$ cat config.mk
export PLATFORM = sky130hd
export DESIGN_NAME = option_card_reference_monitor
export DESIGN_NICKNAME = d
export VERILOG_FILES = /design/src/option_card_pkg.sv /design/src/monitor_scaler.sv /design/src/pulse_monitor_gen.sv /design/src/option_card_reference_monitor.sv
export VERILOG_INCLUDE_DIRS = /design/src
export SDC_FILE = /design/constraint.sdc
export NUM_CORES = 2
export LEC_CHECK = 0
export BUFFER_PORTS_ARGS = -buffer_cell sky130_fd_sc_hd__buf_2
export CAP_MARGIN = 5
export CORE_UTILIZATION = 55
export DETAILED_ROUTE_END_ITERATION = 16
export GPL_ROUTABILITY_DRIVEN = 0
export MAX_ROUTING_LAYER = met4
export PLACE_DENSITY = 0.73
export SLEW_MARGIN = 20
export SYNTH_ARGS = -nofsm -noshare
export SYNTH_HDL_FRONTEND = slang
export SYNTH_SLANG_ARGS = --single-unit
$ cat constraint.sdc
create_clock -name SYS_CLK_I -period 35 [get_ports SYS_CLK_I]
set_input_delay 0 -clock SYS_CLK_I [delete_from_list [all_inputs] [get_ports SYS_CLK_I]]
set_output_delay 0 -clock SYS_CLK_I [all_outputs]
set_load 0.01 [all_outputs]
$ cat src/option_card_regs.svh
// Reset values, ranges and timing counts for the option card settings logic
`ifndef OPTION_CARD_REGS_SVH
`define OPTION_CARD_REGS_SVH

// ----
// Setting reset values
// ----
`define COMBINE_RESET    1'h0
`define DI_FORMAT_RESET  3'h0
`define ITEM_A_RESET     6'h02
`define ITEM_B_RESET     6'h03
`define GAIN_A_RESET     9'h064
`define GAIN_B_RESET     9'h032
`define BIAS_RESET       8'h00
`define PULSE_MULT_RESET 3'h1

// ----
// Setting ranges
// ----
`define ITEM_MIN         16'h0001
`define ITEM_MAX         16'h0026
`define ITEM_EXCLUDED    39'h0cf2006c10
`define GAIN_MAX         16'h00fa
`define BIAS_LIMIT       16'h0064
`define COMBINE_MAX      16'h0001
`define DI_FORMAT_MAX    16'h0007
`define PULSE_MULT_MAX   16'h0004
`define SCALING_BCD_MIN  8'h02

// ----
// Binary full-scale words
// ----
`define FULL_8BIT        16'h00ff
`define FULL_12BIT       16'h0fff
`define FULL_16BIT       16'h7530

// ----
// Monitor output scale, 0.1 % steps (10 V is 1000)
// ----
`define MON_FULL         16'sh03e8

// ----
// Pulse monitor timing
// ----
`define CLK_HZ           20000000
`define FREQ_STEPS_PER_HZ 100

`endif

$ cat src/option_card_pkg.sv
// Types shared by the option card settings logic
package option_card_pkg;

    // Setting selected by a write
    typedef enum logic [3:0] {
        SET_COMBINE    = 4'h0,
        SET_DI_FORMAT  = 4'h1,
        SET_ITEM_A     = 4'h2,
        SET_GAIN_A     = 4'h3,
        SET_ITEM_B     = 4'h4,
        SET_GAIN_B     = 4'h5,
        SET_BIAS_A     = 4'h6,
        SET_BIAS_B     = 4'h7,
        SET_PULSE_MULT = 4'h8
    } setting_sel_t;

    // Unit of a decoded digital reference
    typedef enum logic [2:0] {
        UNIT_PCT_1   = 3'h0,
        UNIT_PCT_01  = 3'h1,
        UNIT_PCT_001 = 3'h2,
        UNIT_HZ_1    = 3'h3,
        UNIT_HZ_01   = 3'h4,
        UNIT_HZ_001  = 3'h5,
        UNIT_DISPLAY = 3'h6,
        UNIT_BINARY  = 3'h7
    } ref_unit_t;

    // One monitor channel setup
    typedef struct packed {
        logic [5:0]        item;
        logic [8:0]        gain;
        logic signed [7:0] bias;
    } monitor_cfg_t;

    // Decoded digital reference
    typedef struct packed {
        logic [16:0] magnitude;
        logic        negative;
        ref_unit_t   unit;
        logic [15:0] full_scale;
    } digital_ref_t;

endpackage

$ cat src/monitor_scaler.sv
// One analog monitor channel: gain, bias and output range
`timescale 1ns/1ps
`include "option_card_regs.svh"

module monitor_scaler (
    input  wire logic                         clk_i,
    input  wire logic                         rst_n_i,
    input  wire option_card_pkg::monitor_cfg_t cfg_i,
    input  wire logic signed [15:0]           item_value_i,
    input  wire logic                         bipolar_i,
    output logic signed [15:0]                level_o
);
    import option_card_pkg::*;

    logic signed [31:0] scaled;
    logic signed [31:0] biased;
    logic signed [15:0] next_level;

    // ----
    // Gain in hundredths, bias in 0.1 % shifted in 1 % steps
    // ----
    always_comb begin
        scaled = (32'(item_value_i) * $signed({23'h0, cfg_i.gain})) / 32'sd100;
        biased = scaled + 32'(cfg_i.bias) / 32'sd10 * 32'sd10;
        if (biased > 32'(`MON_FULL)) begin
            next_level = `MON_FULL;
        end else if (bipolar_i && biased < -32'(`MON_FULL)) begin
            next_level = -`MON_FULL;
        end else if (!bipolar_i && biased < 32'sd0) begin
            next_level = 16'sh0000;
        end else begin
            next_level = biased[15:0];
        end
    end

    // Output register
    always_ff @(posedge clk_i) begin
        if (!rst_n_i) begin
            level_o <= 16'sh0000;
        end else begin
            level_o <= next_level;
        end
    end

endmodule

$ cat src/pulse_monitor_gen.sv
// Square wave at a multiple of the output frequency
`timescale 1ns/1ps
`include "option_card_regs.svh"

module pulse_monitor_gen #(
    parameter int CLK_HZ = `CLK_HZ
) (
    input  wire logic        clk_i,
    input  wire logic        rst_n_i,
    input  wire logic [2:0]  mult_sel_i,
    input  wire logic [15:0] freq_i,
    output logic             pulse_o
);
    import option_card_pkg::*;

    // Half period expressed in 0.01 Hz clock-steps
    localparam logic [31:0] HALF_LIMIT = 32'(CLK_HZ / 2 * `FREQ_STEPS_PER_HZ);

    logic [31:0] acc;
    logic [31:0] next_acc;
    logic        next_pulse;
    logic [5:0]  mult;
    logic [31:0] step;

    // ----
    // Phase accumulator, toggling each half period
    // ----
    always_comb begin
        unique case (mult_sel_i)
            3'h0: mult = 6'd1;
            3'h1: mult = 6'd6;
            3'h2: mult = 6'd10;
            3'h3: mult = 6'd12;
            default: mult = 6'd36;
        endcase
        step = 32'(freq_i) * 32'(mult);
        next_acc = acc + step;
        next_pulse = pulse_o;
        if (next_acc >= HALF_LIMIT) begin
            next_acc = next_acc - HALF_LIMIT;
            next_pulse = !pulse_o; // 50 % duty
        end
    end

    // Registers
    always_ff @(posedge clk_i) begin
        if (!rst_n_i) begin
            acc <= 32'h0;
            pulse_o <= 1'b0;
        end else begin
            acc <= next_acc;
            pulse_o <= next_pulse;
        end
    end

endmodule

$ cat src/option_card_reference_monitor.sv
// Option card settings, digital reference decode and monitor outputs
//
// Contract
// - Combine 0 separate channels, 1 sums them
// - Lock combine, format, items while running
// - No option/inverter switch with three-channel card
// - Code 7 binary, card full scale is maximum
// - Full scale FF, FFF or 7530 by card
// - Code 6 only with sixteen-bit card
// - Display scaling two up uses its unit
// - Sign plus four digits; code 6 no sign
// - Code 6 lowest digit 2-step, 101-111 nine
// - Items 1-38 minus excluded; defaults 2, 3
// - Gain 0.00-2.50, defaults 1.00, 0.50
// - Bias plus/minus 10 %, 1 % steps
// - Bipolar only on twelve-bit card when selected
// - Pulse multiplier 1, 6, 10, 12, 36
// - Pulse output 50 % duty from Hz
`timescale 1ns/1ps
`include "option_card_regs.svh"

module option_card_reference_monitor (
    input  wire logic                         SYS_CLK_I,
    input  wire logic                         RST_N_I,
    input  wire logic                         RUNNING_I,
    input  wire logic                         WR_EN_I,
    input  wire option_card_pkg::setting_sel_t WR_SEL_I,
    input  wire logic signed [15:0]           WR_DATA_I,
    output logic                              WR_ACK_O,
    output logic                              WR_REJECT_O,
    input  wire logic                         CARD_AI3_I,
    input  wire logic                         CARD_DI16_I,
    input  wire logic                         CARD_DI16_WIDE_I,
    input  wire logic                         CARD_AO12_I,
    input  wire logic signed [13:0]           AIN_CH1_I,
    input  wire logic signed [13:0]           AIN_CH2_I,
    input  wire logic signed [13:0]           AIN_CH3_I,
    input  wire logic [16:0]                  DIN_WORD_I,
    input  wire logic [7:0]                   DISPLAY_SCALING_I,
    input  wire logic                         ANALOG_OUTPUT_LEVEL_SELECT_I,
    input  wire logic signed [15:0]           MON_VALUE_A_I,
    input  wire logic signed [15:0]           MON_VALUE_B_I,
    input  wire logic                         MON_UNIPOLAR_A_I,
    input  wire logic                         MON_UNIPOLAR_B_I,
    input  wire logic [15:0]                  OUT_FREQ_I,
    output logic                              ANALOG_COMBINE_SELECT_O,
    output logic [2:0]                        DIGITAL_INPUT_FORMAT_O,
    output option_card_pkg::monitor_cfg_t     MONITOR_CFG_A_O,
    output option_card_pkg::monitor_cfg_t     MONITOR_CFG_B_O,
    output logic [2:0]                        PULSE_MULTIPLIER_SELECT_O,
    output logic signed [15:0]                AREF_CH1_O,
    output logic signed [15:0]                AREF_CH2_O,
    output logic signed [15:0]                AREF_CH3_O,
    output logic signed [15:0]                AREF_SUM_O,
    output logic                              AREF_SUMMED_O,
    output logic                              MFI_OPTION_SWITCH_ALLOWED_O,
    output option_card_pkg::digital_ref_t     DREF_O,
    output logic signed [15:0]                MON_LEVEL_A_O,
    output logic signed [15:0]                MON_LEVEL_B_O,
    output logic                              PULSE_MONITOR_O
);
    import option_card_pkg::*;

    // ------------------------------------------------------------
    // Synchronisers for card pins and the parallel word
    // ------------------------------------------------------------
    logic [20:0] pin_meta;
    logic [20:0] pin_sync;

    // Two stages, first read only by the second
    always_ff @(posedge SYS_CLK_I) begin
        if (!RST_N_I) begin
            pin_meta <= 21'h0;
            pin_sync <= 21'h0;
        end else begin
            pin_meta <= {CARD_AO12_I, CARD_AI3_I, CARD_DI16_I, CARD_DI16_WIDE_I, DIN_WORD_I};
            pin_sync <= pin_meta;
        end
    end

    logic        ao12_card;
    logic        ai3_card;
    logic        di16_card;
    logic        di16_wide;
    logic [16:0] din_word;

    assign ao12_card = pin_sync[20];
    assign ai3_card  = pin_sync[19];
    assign di16_card = pin_sync[18];
    assign di16_wide = pin_sync[17];
    assign din_word  = pin_sync[16:0];

    // ----
    // Setting store
    // ----
    logic         combine;
    logic [2:0]   di_format;
    monitor_cfg_t cfg_a;
    monitor_cfg_t cfg_b;
    logic [2:0]   pulse_mult;
    logic         next_combine;
    logic [2:0]   next_di_format;
    monitor_cfg_t next_cfg_a;
    monitor_cfg_t next_cfg_b;
    logic [2:0]   next_pulse_mult;
    logic         next_ack;
    logic         next_reject;
    logic         locked;
    logic         in_range;
    logic         item_ok;
    logic [38:0]  excluded;

    // Validate a write and select the new setting values
    always_comb begin
        excluded = `ITEM_EXCLUDED;
        item_ok = (WR_DATA_I >= $signed(`ITEM_MIN)) && (WR_DATA_I <= $signed(`ITEM_MAX))
                  && !excluded[WR_DATA_I[5:0]];
        locked = RUNNING_I && (WR_SEL_I == SET_COMBINE || WR_SEL_I == SET_DI_FORMAT
                 || WR_SEL_I == SET_ITEM_A || WR_SEL_I == SET_ITEM_B);
        unique case (WR_SEL_I)
            SET_COMBINE: begin
                in_range = WR_DATA_I >= 16'sh0 && WR_DATA_I <= $signed(`COMBINE_MAX);
            end
            SET_DI_FORMAT: begin
                in_range = WR_DATA_I >= 16'sh0 && WR_DATA_I <= $signed(`DI_FORMAT_MAX)
                           && (WR_DATA_I != 16'sh6 || di16_card);
            end
            SET_ITEM_A, SET_ITEM_B: begin
                in_range = item_ok;
            end
            SET_GAIN_A, SET_GAIN_B: begin
                in_range = WR_DATA_I >= 16'sh0 && WR_DATA_I <= $signed(`GAIN_MAX);
            end
            SET_BIAS_A, SET_BIAS_B: begin
                in_range = WR_DATA_I >= -$signed(`BIAS_LIMIT)
                           && WR_DATA_I <= $signed(`BIAS_LIMIT);
            end
            SET_PULSE_MULT: begin
                in_range = WR_DATA_I >= 16'sh0 && WR_DATA_I <= $signed(`PULSE_MULT_MAX);
            end
            default: begin
                in_range = 1'b0;
            end
        endcase
        next_ack = WR_EN_I && in_range && !locked;
        next_reject = WR_EN_I && !next_ack;
        next_combine = combine;
        next_di_format = di_format;
        next_cfg_a = cfg_a;
        next_cfg_b = cfg_b;
        next_pulse_mult = pulse_mult;
        if (next_ack) begin
            unique case (WR_SEL_I)
                SET_COMBINE:    next_combine = WR_DATA_I[0];
                SET_DI_FORMAT:  next_di_format = WR_DATA_I[2:0];
                SET_ITEM_A:     next_cfg_a.item = WR_DATA_I[5:0];
                SET_GAIN_A:     next_cfg_a.gain = WR_DATA_I[8:0];
                SET_ITEM_B:     next_cfg_b.item = WR_DATA_I[5:0];
                SET_GAIN_B:     next_cfg_b.gain = WR_DATA_I[8:0];
                SET_BIAS_A:     next_cfg_a.bias = WR_DATA_I[7:0];
                SET_BIAS_B:     next_cfg_b.bias = WR_DATA_I[7:0];
                SET_PULSE_MULT: next_pulse_mult = WR_DATA_I[2:0];
                default:        next_combine = combine;
            endcase
        end
    end

    // Setting registers with documented defaults
    always_ff @(posedge SYS_CLK_I) begin
        if (!RST_N_I) begin
            combine     <= `COMBINE_RESET;
            di_format   <= `DI_FORMAT_RESET;
            cfg_a       <= {`ITEM_A_RESET, `GAIN_A_RESET, `BIAS_RESET};
            cfg_b       <= {`ITEM_B_RESET, `GAIN_B_RESET, `BIAS_RESET};
            pulse_mult  <= `PULSE_MULT_RESET;
            WR_ACK_O    <= 1'b0;
            WR_REJECT_O <= 1'b0;
        end else begin
            combine     <= next_combine;
            di_format   <= next_di_format;
            cfg_a       <= next_cfg_a;
            cfg_b       <= next_cfg_b;
            pulse_mult  <= next_pulse_mult;
            WR_ACK_O    <= next_ack;
            WR_REJECT_O <= next_reject;
        end
    end

    assign ANALOG_COMBINE_SELECT_O   = combine;
    assign DIGITAL_INPUT_FORMAT_O    = di_format;
    assign MONITOR_CFG_A_O           = cfg_a;
    assign MONITOR_CFG_B_O           = cfg_b;
    assign PULSE_MULTIPLIER_SELECT_O = pulse_mult;

    // ----
    // Analog reference channels
    // ----
    logic signed [15:0] next_ch1;
    logic signed [15:0] next_ch2;
    logic signed [15:0] next_ch3;
    logic signed [15:0] next_sum;
    logic               next_allowed;

    // Separate channels, and their sum as the frequency reference when combined
    always_comb begin
        next_ch1 = 16'(AIN_CH1_I);
        next_ch2 = 16'(AIN_CH2_I);
        next_ch3 = 16'(AIN_CH3_I);
        next_sum = combine ? (next_ch1 + next_ch2 + next_ch3) : 16'sh0000;
        next_allowed = !ai3_card;
    end

    // Analog reference registers
    always_ff @(posedge SYS_CLK_I) begin
        if (!RST_N_I) begin
            AREF_CH1_O <= 16'sh0000;
            AREF_CH2_O <= 16'sh0000;
            AREF_CH3_O <= 16'sh0000;
            AREF_SUM_O <= 16'sh0000;
            AREF_SUMMED_O <= 1'b0;
            MFI_OPTION_SWITCH_ALLOWED_O <= 1'b0;
        end else begin
            AREF_CH1_O <= next_ch1;
            AREF_CH2_O <= next_ch2;
            AREF_CH3_O <= next_ch3;
            AREF_SUM_O <= next_sum;
            AREF_SUMMED_O <= combine;
            MFI_OPTION_SWITCH_ALLOWED_O <= next_allowed;
        end
    end

    // ------------------------------------------------------------
    // Digital reference decode
    // ------------------------------------------------------------
    digital_ref_t next_dref;
    logic [3:0]   dig3;
    logic [3:0]   dig2;
    logic [3:0]   dig1;
    logic [3:0]   dig0;
    logic [3:0]   low6;
    logic [1:0]   top6;
    logic         special;

    // Weight BCD digits; code 6 with display scaling below 2 uses sign bit as data
    always_comb begin
        special = (di_format == 3'h6) && (DISPLAY_SCALING_I < `SCALING_BCD_MIN);
        top6 = din_word[16:15];
        dig3 = special ? din_word[14:11] : din_word[15:12];
        dig2 = special ? din_word[10:7]  : din_word[11:8];
        dig1 = special ? din_word[6:3]   : din_word[7:4];
        dig0 = din_word[3:0];
        low6 = (din_word[2:0] >= 3'h5) ? 4'h9 : {din_word[2:0], 1'b0};
        next_dref = '0;
        if (di_format == 3'h7) begin
            next_dref.unit = UNIT_BINARY;
            next_dref.magnitude = {1'b0, din_word[15:0]};
            if (!di16_card) begin
                next_dref.full_scale = `FULL_8BIT;
                next_dref.magnitude = {9'h0, din_word[7:0]};
            end else if (di16_wide) begin
                next_dref.full_scale = `FULL_16BIT;
            end else begin
                next_dref.full_scale = `FULL_12BIT;
                next_dref.magnitude = {5'h0, din_word[11:0]};
            end
        end else if (special) begin
            next_dref.unit = UNIT_HZ_001;
            next_dref.magnitude = 17'(top6) * 17'd10000 + 17'(dig3) * 17'd1000
                                  + 17'(dig2) * 17'd100 + 17'(dig1) * 17'd10
                                  + 17'(low6);
        end else begin
            next_dref.negative = din_word[16];
            next_dref.magnitude = 17'(dig3) * 17'd1000 + 17'(dig2) * 17'd100
                                  + 17'(dig1) * 17'd10 + 17'(dig0);
            if (DISPLAY_SCALING_I >= `SCALING_BCD_MIN) begin
                next_dref.unit = UNIT_DISPLAY;
            end else begin
                next_dref.unit = ref_unit_t'(di_format);
            end
        end
    end

    // Decoded reference register
    always_ff @(posedge SYS_CLK_I) begin
        if (!RST_N_I) begin
            DREF_O <= '0;
        end else begin
            DREF_O <= next_dref;
        end
    end

    // ----
    // Monitor channels
    // ----
    logic bipolar_a;
    logic bipolar_b;

    // Bipolar only on the 12-bit card with level select 1
    assign bipolar_a = ao12_card && ANALOG_OUTPUT_LEVEL_SELECT_I && !MON_UNIPOLAR_A_I;
    assign bipolar_b = ao12_card && ANALOG_OUTPUT_LEVEL_SELECT_I && !MON_UNIPOLAR_B_I;

    monitor_scaler u_mon_a (
        .clk_i        (SYS_CLK_I),
        .rst_n_i      (RST_N_I),
        .cfg_i        (cfg_a),
        .item_value_i (MON_VALUE_A_I),
        .bipolar_i    (bipolar_a),
        .level_o      (MON_LEVEL_A_O)
    );

    monitor_scaler u_mon_b (
        .clk_i        (SYS_CLK_I),
        .rst_n_i      (RST_N_I),
        .cfg_i        (cfg_b),
        .item_value_i (MON_VALUE_B_I),
        .bipolar_i    (bipolar_b),
        .level_o      (MON_LEVEL_B_O)
    );

    // ----
    // Pulse monitor
    // ----
    pulse_monitor_gen #(
        .CLK_HZ (`CLK_HZ)
    ) u_pulse (
        .clk_i      (SYS_CLK_I),
        .rst_n_i    (RST_N_I),
        .mult_sel_i (pulse_mult),
        .freq_i     (OUT_FREQ_I),
        .pulse_o    (PULSE_MONITOR_O)
    );

endmodule

# Word-level counts from Yosys, hierarchy flattened

Memories as Yosys holds them, arrays and structs flattened.
Cells that the tools add are included.

Memories kept: 1
Logic and storage cells: 172
Output and inout bits: 191
Bits in read-only memories: 64
Flip-flop bits (word level): 258
Input port bits: 146

Memory list:

| memory          | depth | bits a word | rd ports | clocked after Yosys merged registers in | write ports | line                                 | text |
|---|---|---|---|---|---|---|---|
| (no name shown) | 64    | 1           | 1        | 0                                       | 0           | option_card_reference_monitor.sv:117 | `&& !excluded[WR_DATA_I[5:0]];` |

Bitwise gates (word level): 1
Eq/ne operators: 14
$add $sub $neg: 13
Muxes and demuxes: 23
$lt $le $gt $ge: 20
Div/mod/pow operators: 4
Multiply operators: 9
Reductions and logical operators: 55

Operators with widths:

| operator               | number |
|---|---|
| $mux 16                | 6 |
| $add 32x32->32         | 2 |
| $div 32x5->32 const B  | 2 |
| $div 32x8->32 const B  | 2 |
| $gt 32x11->1 const B   | 2 |
| $lt 32x1->1 const B    | 2 |
| $lt 32x11->1 const B   | 2 |
| $mul 32x4->31 const B  | 2 |
| $mul 16x10->26         | 2 |
| $mux 17                | 2 |
| $add 32x22->32         | 1 |
| $ge 32x30->1 const B   | 1 |
| $le 16x4->1 const B    | 2 |
| $mux 32                | 1 |
| $sub 32x30->32 const B | 1 |
| $pmux 6 s4             | 1 |
| $mul 16x6->22          | 1 |
| $reduce_and 2->1       | 11 |
| $logic_and 1x1->1      | 20 |
| $mux 10                | 2 |
| $add 16x14->17         | 1 |
| $add 16x4->17          | 1 |
| $add 17x11->17         | 1 |
| $add 17x4->17          | 1 |
| other kinds (43)       | 70 |

# Logic depth before layout (Yosys ltp)

Depth after elaboration: 10
Gate-level depth with buffers: 118
Mapped depth without buffers: 108

# Hierarchy

A second synthesis with hierarchy kept.

Cells, all modules: 5761
Area total of the unflattened synthesis: 46460.8 µm²

Modules (own cells, without submodules):

| module                        | times used | cells an instance | area an instance (µm²) | sequential area each (µm²) |
|---|---|---|---|---|
| monitor_scaler (u_mon_a)      | 1          | 2001              | 15482.3                | 320.3 |
| monitor_scaler (u_mon_b)      | 1          | 2001              | 15213.3                | 320.3 |
| option_card_reference_monitor | 1          | 1046              | 9908.3                 | 3663.5 |
| pulse_monitor_gen             | 1          | 713               | 5856.9                 | 660.6 |

# Worst setup path before layout

Ideal clock, no wire load.

Kind: reg-to-reg
Start: register cfg_b (netlist bit MONITOR_CFG_B_O[11])
End: register u_mon_b.level_o[5]
Slack: 10.846 ns
Data arrival time: 24.021 ns
Library setup time: 0.134 ns
Path buffers: 6
Period minus slack after synthesis: 24.154 ns
Stages on the path, launching flop included: 106
Data required time: 34.866 ns
Cells stage by stage: dfxtp_1 clkbuf_1 clkbuf_1 nand2_1 fa_1 inv_1 fa_1 inv_1 fa_1 inv_1 fa_1 fa_1 ha_1 buf_2 a21oi_1 o21ai_1 or4_1 o211ai_1 [70 not listed] a21oi_1 o21ai_0 a21oi_1 o21ai_0 a21oi_1 o21bai_1 a21oi_1 o21bai_1 a21oi_1 o21bai_1 a21oi_1 o21bai_1 a21oi_1 xnor2_1 or4_1 a21oi_1 a211o_1 o21ai_0

Word-level cells in the longest chain between the ends: 8
Elaborated cells on any way between the ends: 11
Classes of those cells: add/sub: 1; mul: 1; div: 1; order compare: 3; mux: 3; reduce/logical: 2

Ends and longest elaborated chain:

| what                     | line                                 | text |
|---|---|---|
| start: declaration       | option_card_reference_monitor.sv:99  | `monitor_cfg_t cfg_b;` |
| start signal: assignment | option_card_reference_monitor.sv:174 | `` cfg_b <= {`ITEM_B_RESET, `GAIN_B_RESET, `BIAS_RESET}; `` |
| start signal: assignment | option_card_reference_monitor.sv:182 | `cfg_b <= next_cfg_b;` |
| $mul 16x10->26 (*)       | monitor_scaler.sv:23                 | `scaled = (32'(item_value_i) * $signed({23'h0, cfg_i.gain})) / 32'sd100;` |
| $div 32x8->32 (*)        | monitor_scaler.sv:23                 |  |
| $add 32x32->32 (*)       | monitor_scaler.sv:24                 | `biased = scaled + 32'(cfg_i.bias) / 32'sd10 * 32'sd10;` |
| $lt 32x1->1              | monitor_scaler.sv:29                 | `end else if (!bipolar_i && biased < 32'sd0) begin` |
| $logic_and 1x1->1        | monitor_scaler.sv:29                 |  |
| $mux 16                  | monitor_scaler.sv:29                 |  |
| $mux 16                  | monitor_scaler.sv:27                 | `` end else if (bipolar_i && biased < -32'(`MON_FULL)) begin `` |
| $mux 10 (*)              | monitor_scaler.sv:25                 | `` if (biased > 32'(`MON_FULL)) begin `` |
| end signal: assignment   | monitor_scaler.sv:41                 | `level_o <= next_level;` |
| end: declaration         | monitor_scaler.sv:11                 | `output logic signed [15:0] level_o` |

Mark *: on every way between the ends. The rest lies on a longest branch, timed or not.
A chain may end at the register's enable or synchronous reset.

# Final worst setup path

Start: register cfg_b (netlist bit MONITOR_CFG_B_O[9])
End: register u_mon_b.level_o[5]

Same word-level chain as after synthesis.

==> results.toml <==
[clock_tree]
cts_resized = 0
cts_tree = "yes"
insertion_delay_ps = 590
hold_buffers = 82
clkSinkCount = 248
clkSlewWorstSetupHoldPaths_ps = 60
post_cts_buffers = 0
cts_max_level = 1
clk_path_buf_depth = 3
cts_inserted_buffers = 28
root_buffer = "clkbuf_16"

[setup_path]
critical_path_arrival_ps = 30320
r2r_end = "u_mon_b.level_o[5]"
r2r_slack_ps = 5130
path_class = "reg -> reg"
r2r-start = "MONITOR_CFG_B_O[9]"
slowest_delay_ps = 890
critPathRequiredTime_ps = 35450
reg2regPathDepth = 100
end_kind = "flop"
startpoint_type = "flop"
crit_fanout = 18
slowest_stage = "dfxtp_1"
cp_common_cell = "a21oi_1"

[yosys]
synthCells = 5583
yosys_warnings = 0
async_reset_ff_share_pct = 0
synth-edff-count = 0
syn_area_sq_um = 44400
synth_top_area_share_pct = 15.9
ys_ff_latch = 248
seq_area_frac_synth_pct = 11.2
synth_cell_types = 137
yosys-top-cells-area = "fa_1, ha_1, dfxtp_1, xnor2_1, inv_1"
syn_nets = 6524
yosysTopAreaCell = "fa_1"
synth_flop_cell = "dfxtp_1"
avgSynthCellArea_sq_um = 7.95

[floorplanning]
initial_core_util_pct = 55.9
die_area_sq_um = 81900
fp.dieW_um = 286
coreArea_sq_um = 79400
ios = 337
rows = 103
die_y_um = 286

[sta]
setup_viol = 0
worst-slew-pin-transition_ps = 1050
slew_headroom_pct = 29.7
fin_setup_tns_ps = 0
rsz0062_at_grt = "false"
finalHoldViolations = 0
finalClockSkew_ps = 25.6
drv_slew = 0
timing.fmax_mhz = 33.5
fin_crit_sh_pct = 85.3
fin_crit_ps = 29870

[global_routing]
gr-total-overflow = 0
antenna_found_initial = 16
grt_pass1_vias = 39582
grt_start_max_net_pins = 67
gr-usage-all-layers_pct = 29.7
grt_pass1_wl_um = 198000

[job]
maxCapViolCount = 0

[drt]
drt-wirelength-per-cell_um = 17.2
ant_nets = 0
vias_per_cell = 5.91
num_vias = 41007
drc = 0
drt_iter0_drc = 2831
drt_first_pass_iters = 6
wirelength_um = 120000

[layout]
drive_above_1_share_pct = 9.47
fillers = 7176
mostFrequentLayoutCell = "inv_1"
syn_to_final_growth_pct = 9.37
most-common-layout-cells = "inv_1, nand2_1, ha_1"
layout.nets = 6795
final_cells = 6937

[min_path]
whs_endpoint = "WR_ACK_O"
worst_hold_path_type = "in -> reg"
hold_depth = 5
holdCritStartpoint = "RUNNING_I"

[placed_design]
numPortBuffers = 334
place_inst = 6792
dp_hpwl_um = 93800

[status]
status = "finished clean"
area by class of cell:
cell class / instances / area (sq um) / share of cell area, %
antenna: 13 / 32.5 / 0.0670
clock buffer: 38 / 778 / 1.60
clock inverter: 12 / 141 / 0.291
inverter: 623 / 2340 / 4.82
multi-input combinational: 4507 / 36300 / 74.7
sequential: 248 / 4960 / 10.2
tap: 1050 / 1310 / 2.71
timing repair buffer: 446 / 2720 / 5.60
critical path, delay by kind of cell (launching register included):
kind | cells | cell delay [ps]
muxes | 3 | 1290
and+or+nand+nor | 20 | 7260
xor gates and xnor gates | 4 | 1360
adders and majority gates | 8 | 3570
AOI/OAI and AO/OA | 59 | 14790
buffers and inverters | 6 | 490
DFF | 1 | 890
synth_stat cells (19+ instances only):
library cell	n
a2111oi_0	19
a211o_1	29
a211oi_1	45
a21o_1	78
a21oi_1	377
a31oi_1	63
a41oi_1	21
and2_1	355
and3_1	41
buf_2	19
buf_4	23
clkbuf_1	153
dfxtp_1	248
fa_1	352
ha_1	443
inv_1	621
mux2i_1	90
nand2_1	489
nand2b_1	32
nand3_1	94
nand4_1	46
nor2_1	376
nor2b_1	35
nor3_1	121
nor4_1	42
o211ai_1	53
o21a_1	42
o21ai_0	214
o21ai_1	27
o21bai_1	104
o31ai_1	30
or3_1	37
or4_1	27
xnor2_1	282
xor2_1	126
layer usage:
layer | track usage (%) | part of all wire [%]
met5 | - | 0
met4 | 8.56 | 3.0
met3 | 3.86 | 6.0
met2 | 49.0 | 48
met1 | 37.9 | 43
worst max-delay path by stage:
stage | from | end | slack (ps) | depth (start not counted)
2_1_floorplan | MONITOR_CFG_B_O[11] | u_mon_b.level_o[5] | 10850 | 105
3_3_place_gp | MONITOR_CFG_B_O[9] | u_mon_b.level_o[8] | 6130 | 100
3_5_place_dp | MONITOR_CFG_B_O[9] | u_mon_b.level_o[6] | 5680 | 99
4_1_cts | MONITOR_CFG_B_O[9] | u_mon_b.level_o[5] | 5590 | 99
5_1_grt | MONITOR_CFG_B_O[9] | u_mon_b.level_o[4] | 2500 | 99
6_report | MONITOR_CFG_B_O[9] | u_mon_b.level_o[5] | 5130 | 100
registers in the layout, summed over array words and instances, names as in the netlist, 3 cells and up:
| name | flops |
|---|---|
| pin_sync | 21 |
| AREF_SUM_O | 16 |
| u_mon_b.level_o | 16 |
| u_pulse.acc | 32 |
| pin_meta | 21 |
| u_mon_a.level_o | 16 |
| AREF_CH2_O | 14 |
| PULSE_MULTIPLIER_SELECT_O | 3 |
| AREF_CH3_O | 14 |
| DIGITAL_INPUT_FORMAT_O | 3 |
| AREF_CH1_O | 14 |
| MONITOR_CFG_B_O | 23 |
| DREF_O | 26 |
| MONITOR_CFG_A_O | 23 |
metrics by stage:
step | area [sq um] | util [%] | setup WS [ps] | hold WS, ps
6_report | 48600 | 61.2 | 5130 | 49.7
4_1_cts | 48500 | 61.1 | 5590 | 19.1
5_1_grt | 48600 | 61.2 | 2500 | 64.2
3_3_place_gp | 46700 | 58.9 | 6130 | 206
2_1_floorplan | 44400 | - | 10850 | 123
3_5_place_dp | 46700 | 58.9 | 5680 | 210
kinds of logic after synthesis:
group,synth area share (%)
AO/OA/AOI/OAI,21.7
multiplexers,2.63
AND/OR/NAND/NOR,20.2
buffers and inverters,7.27
flip-flops,11.2
other,0.00845
adder cells (fa/ha/maj),28.7
XOR/XNOR,8.37
Power is left out: the tool's default activity adds up to more than one toggle a clock period on the data nets, which glitch-free logic cannot reach.
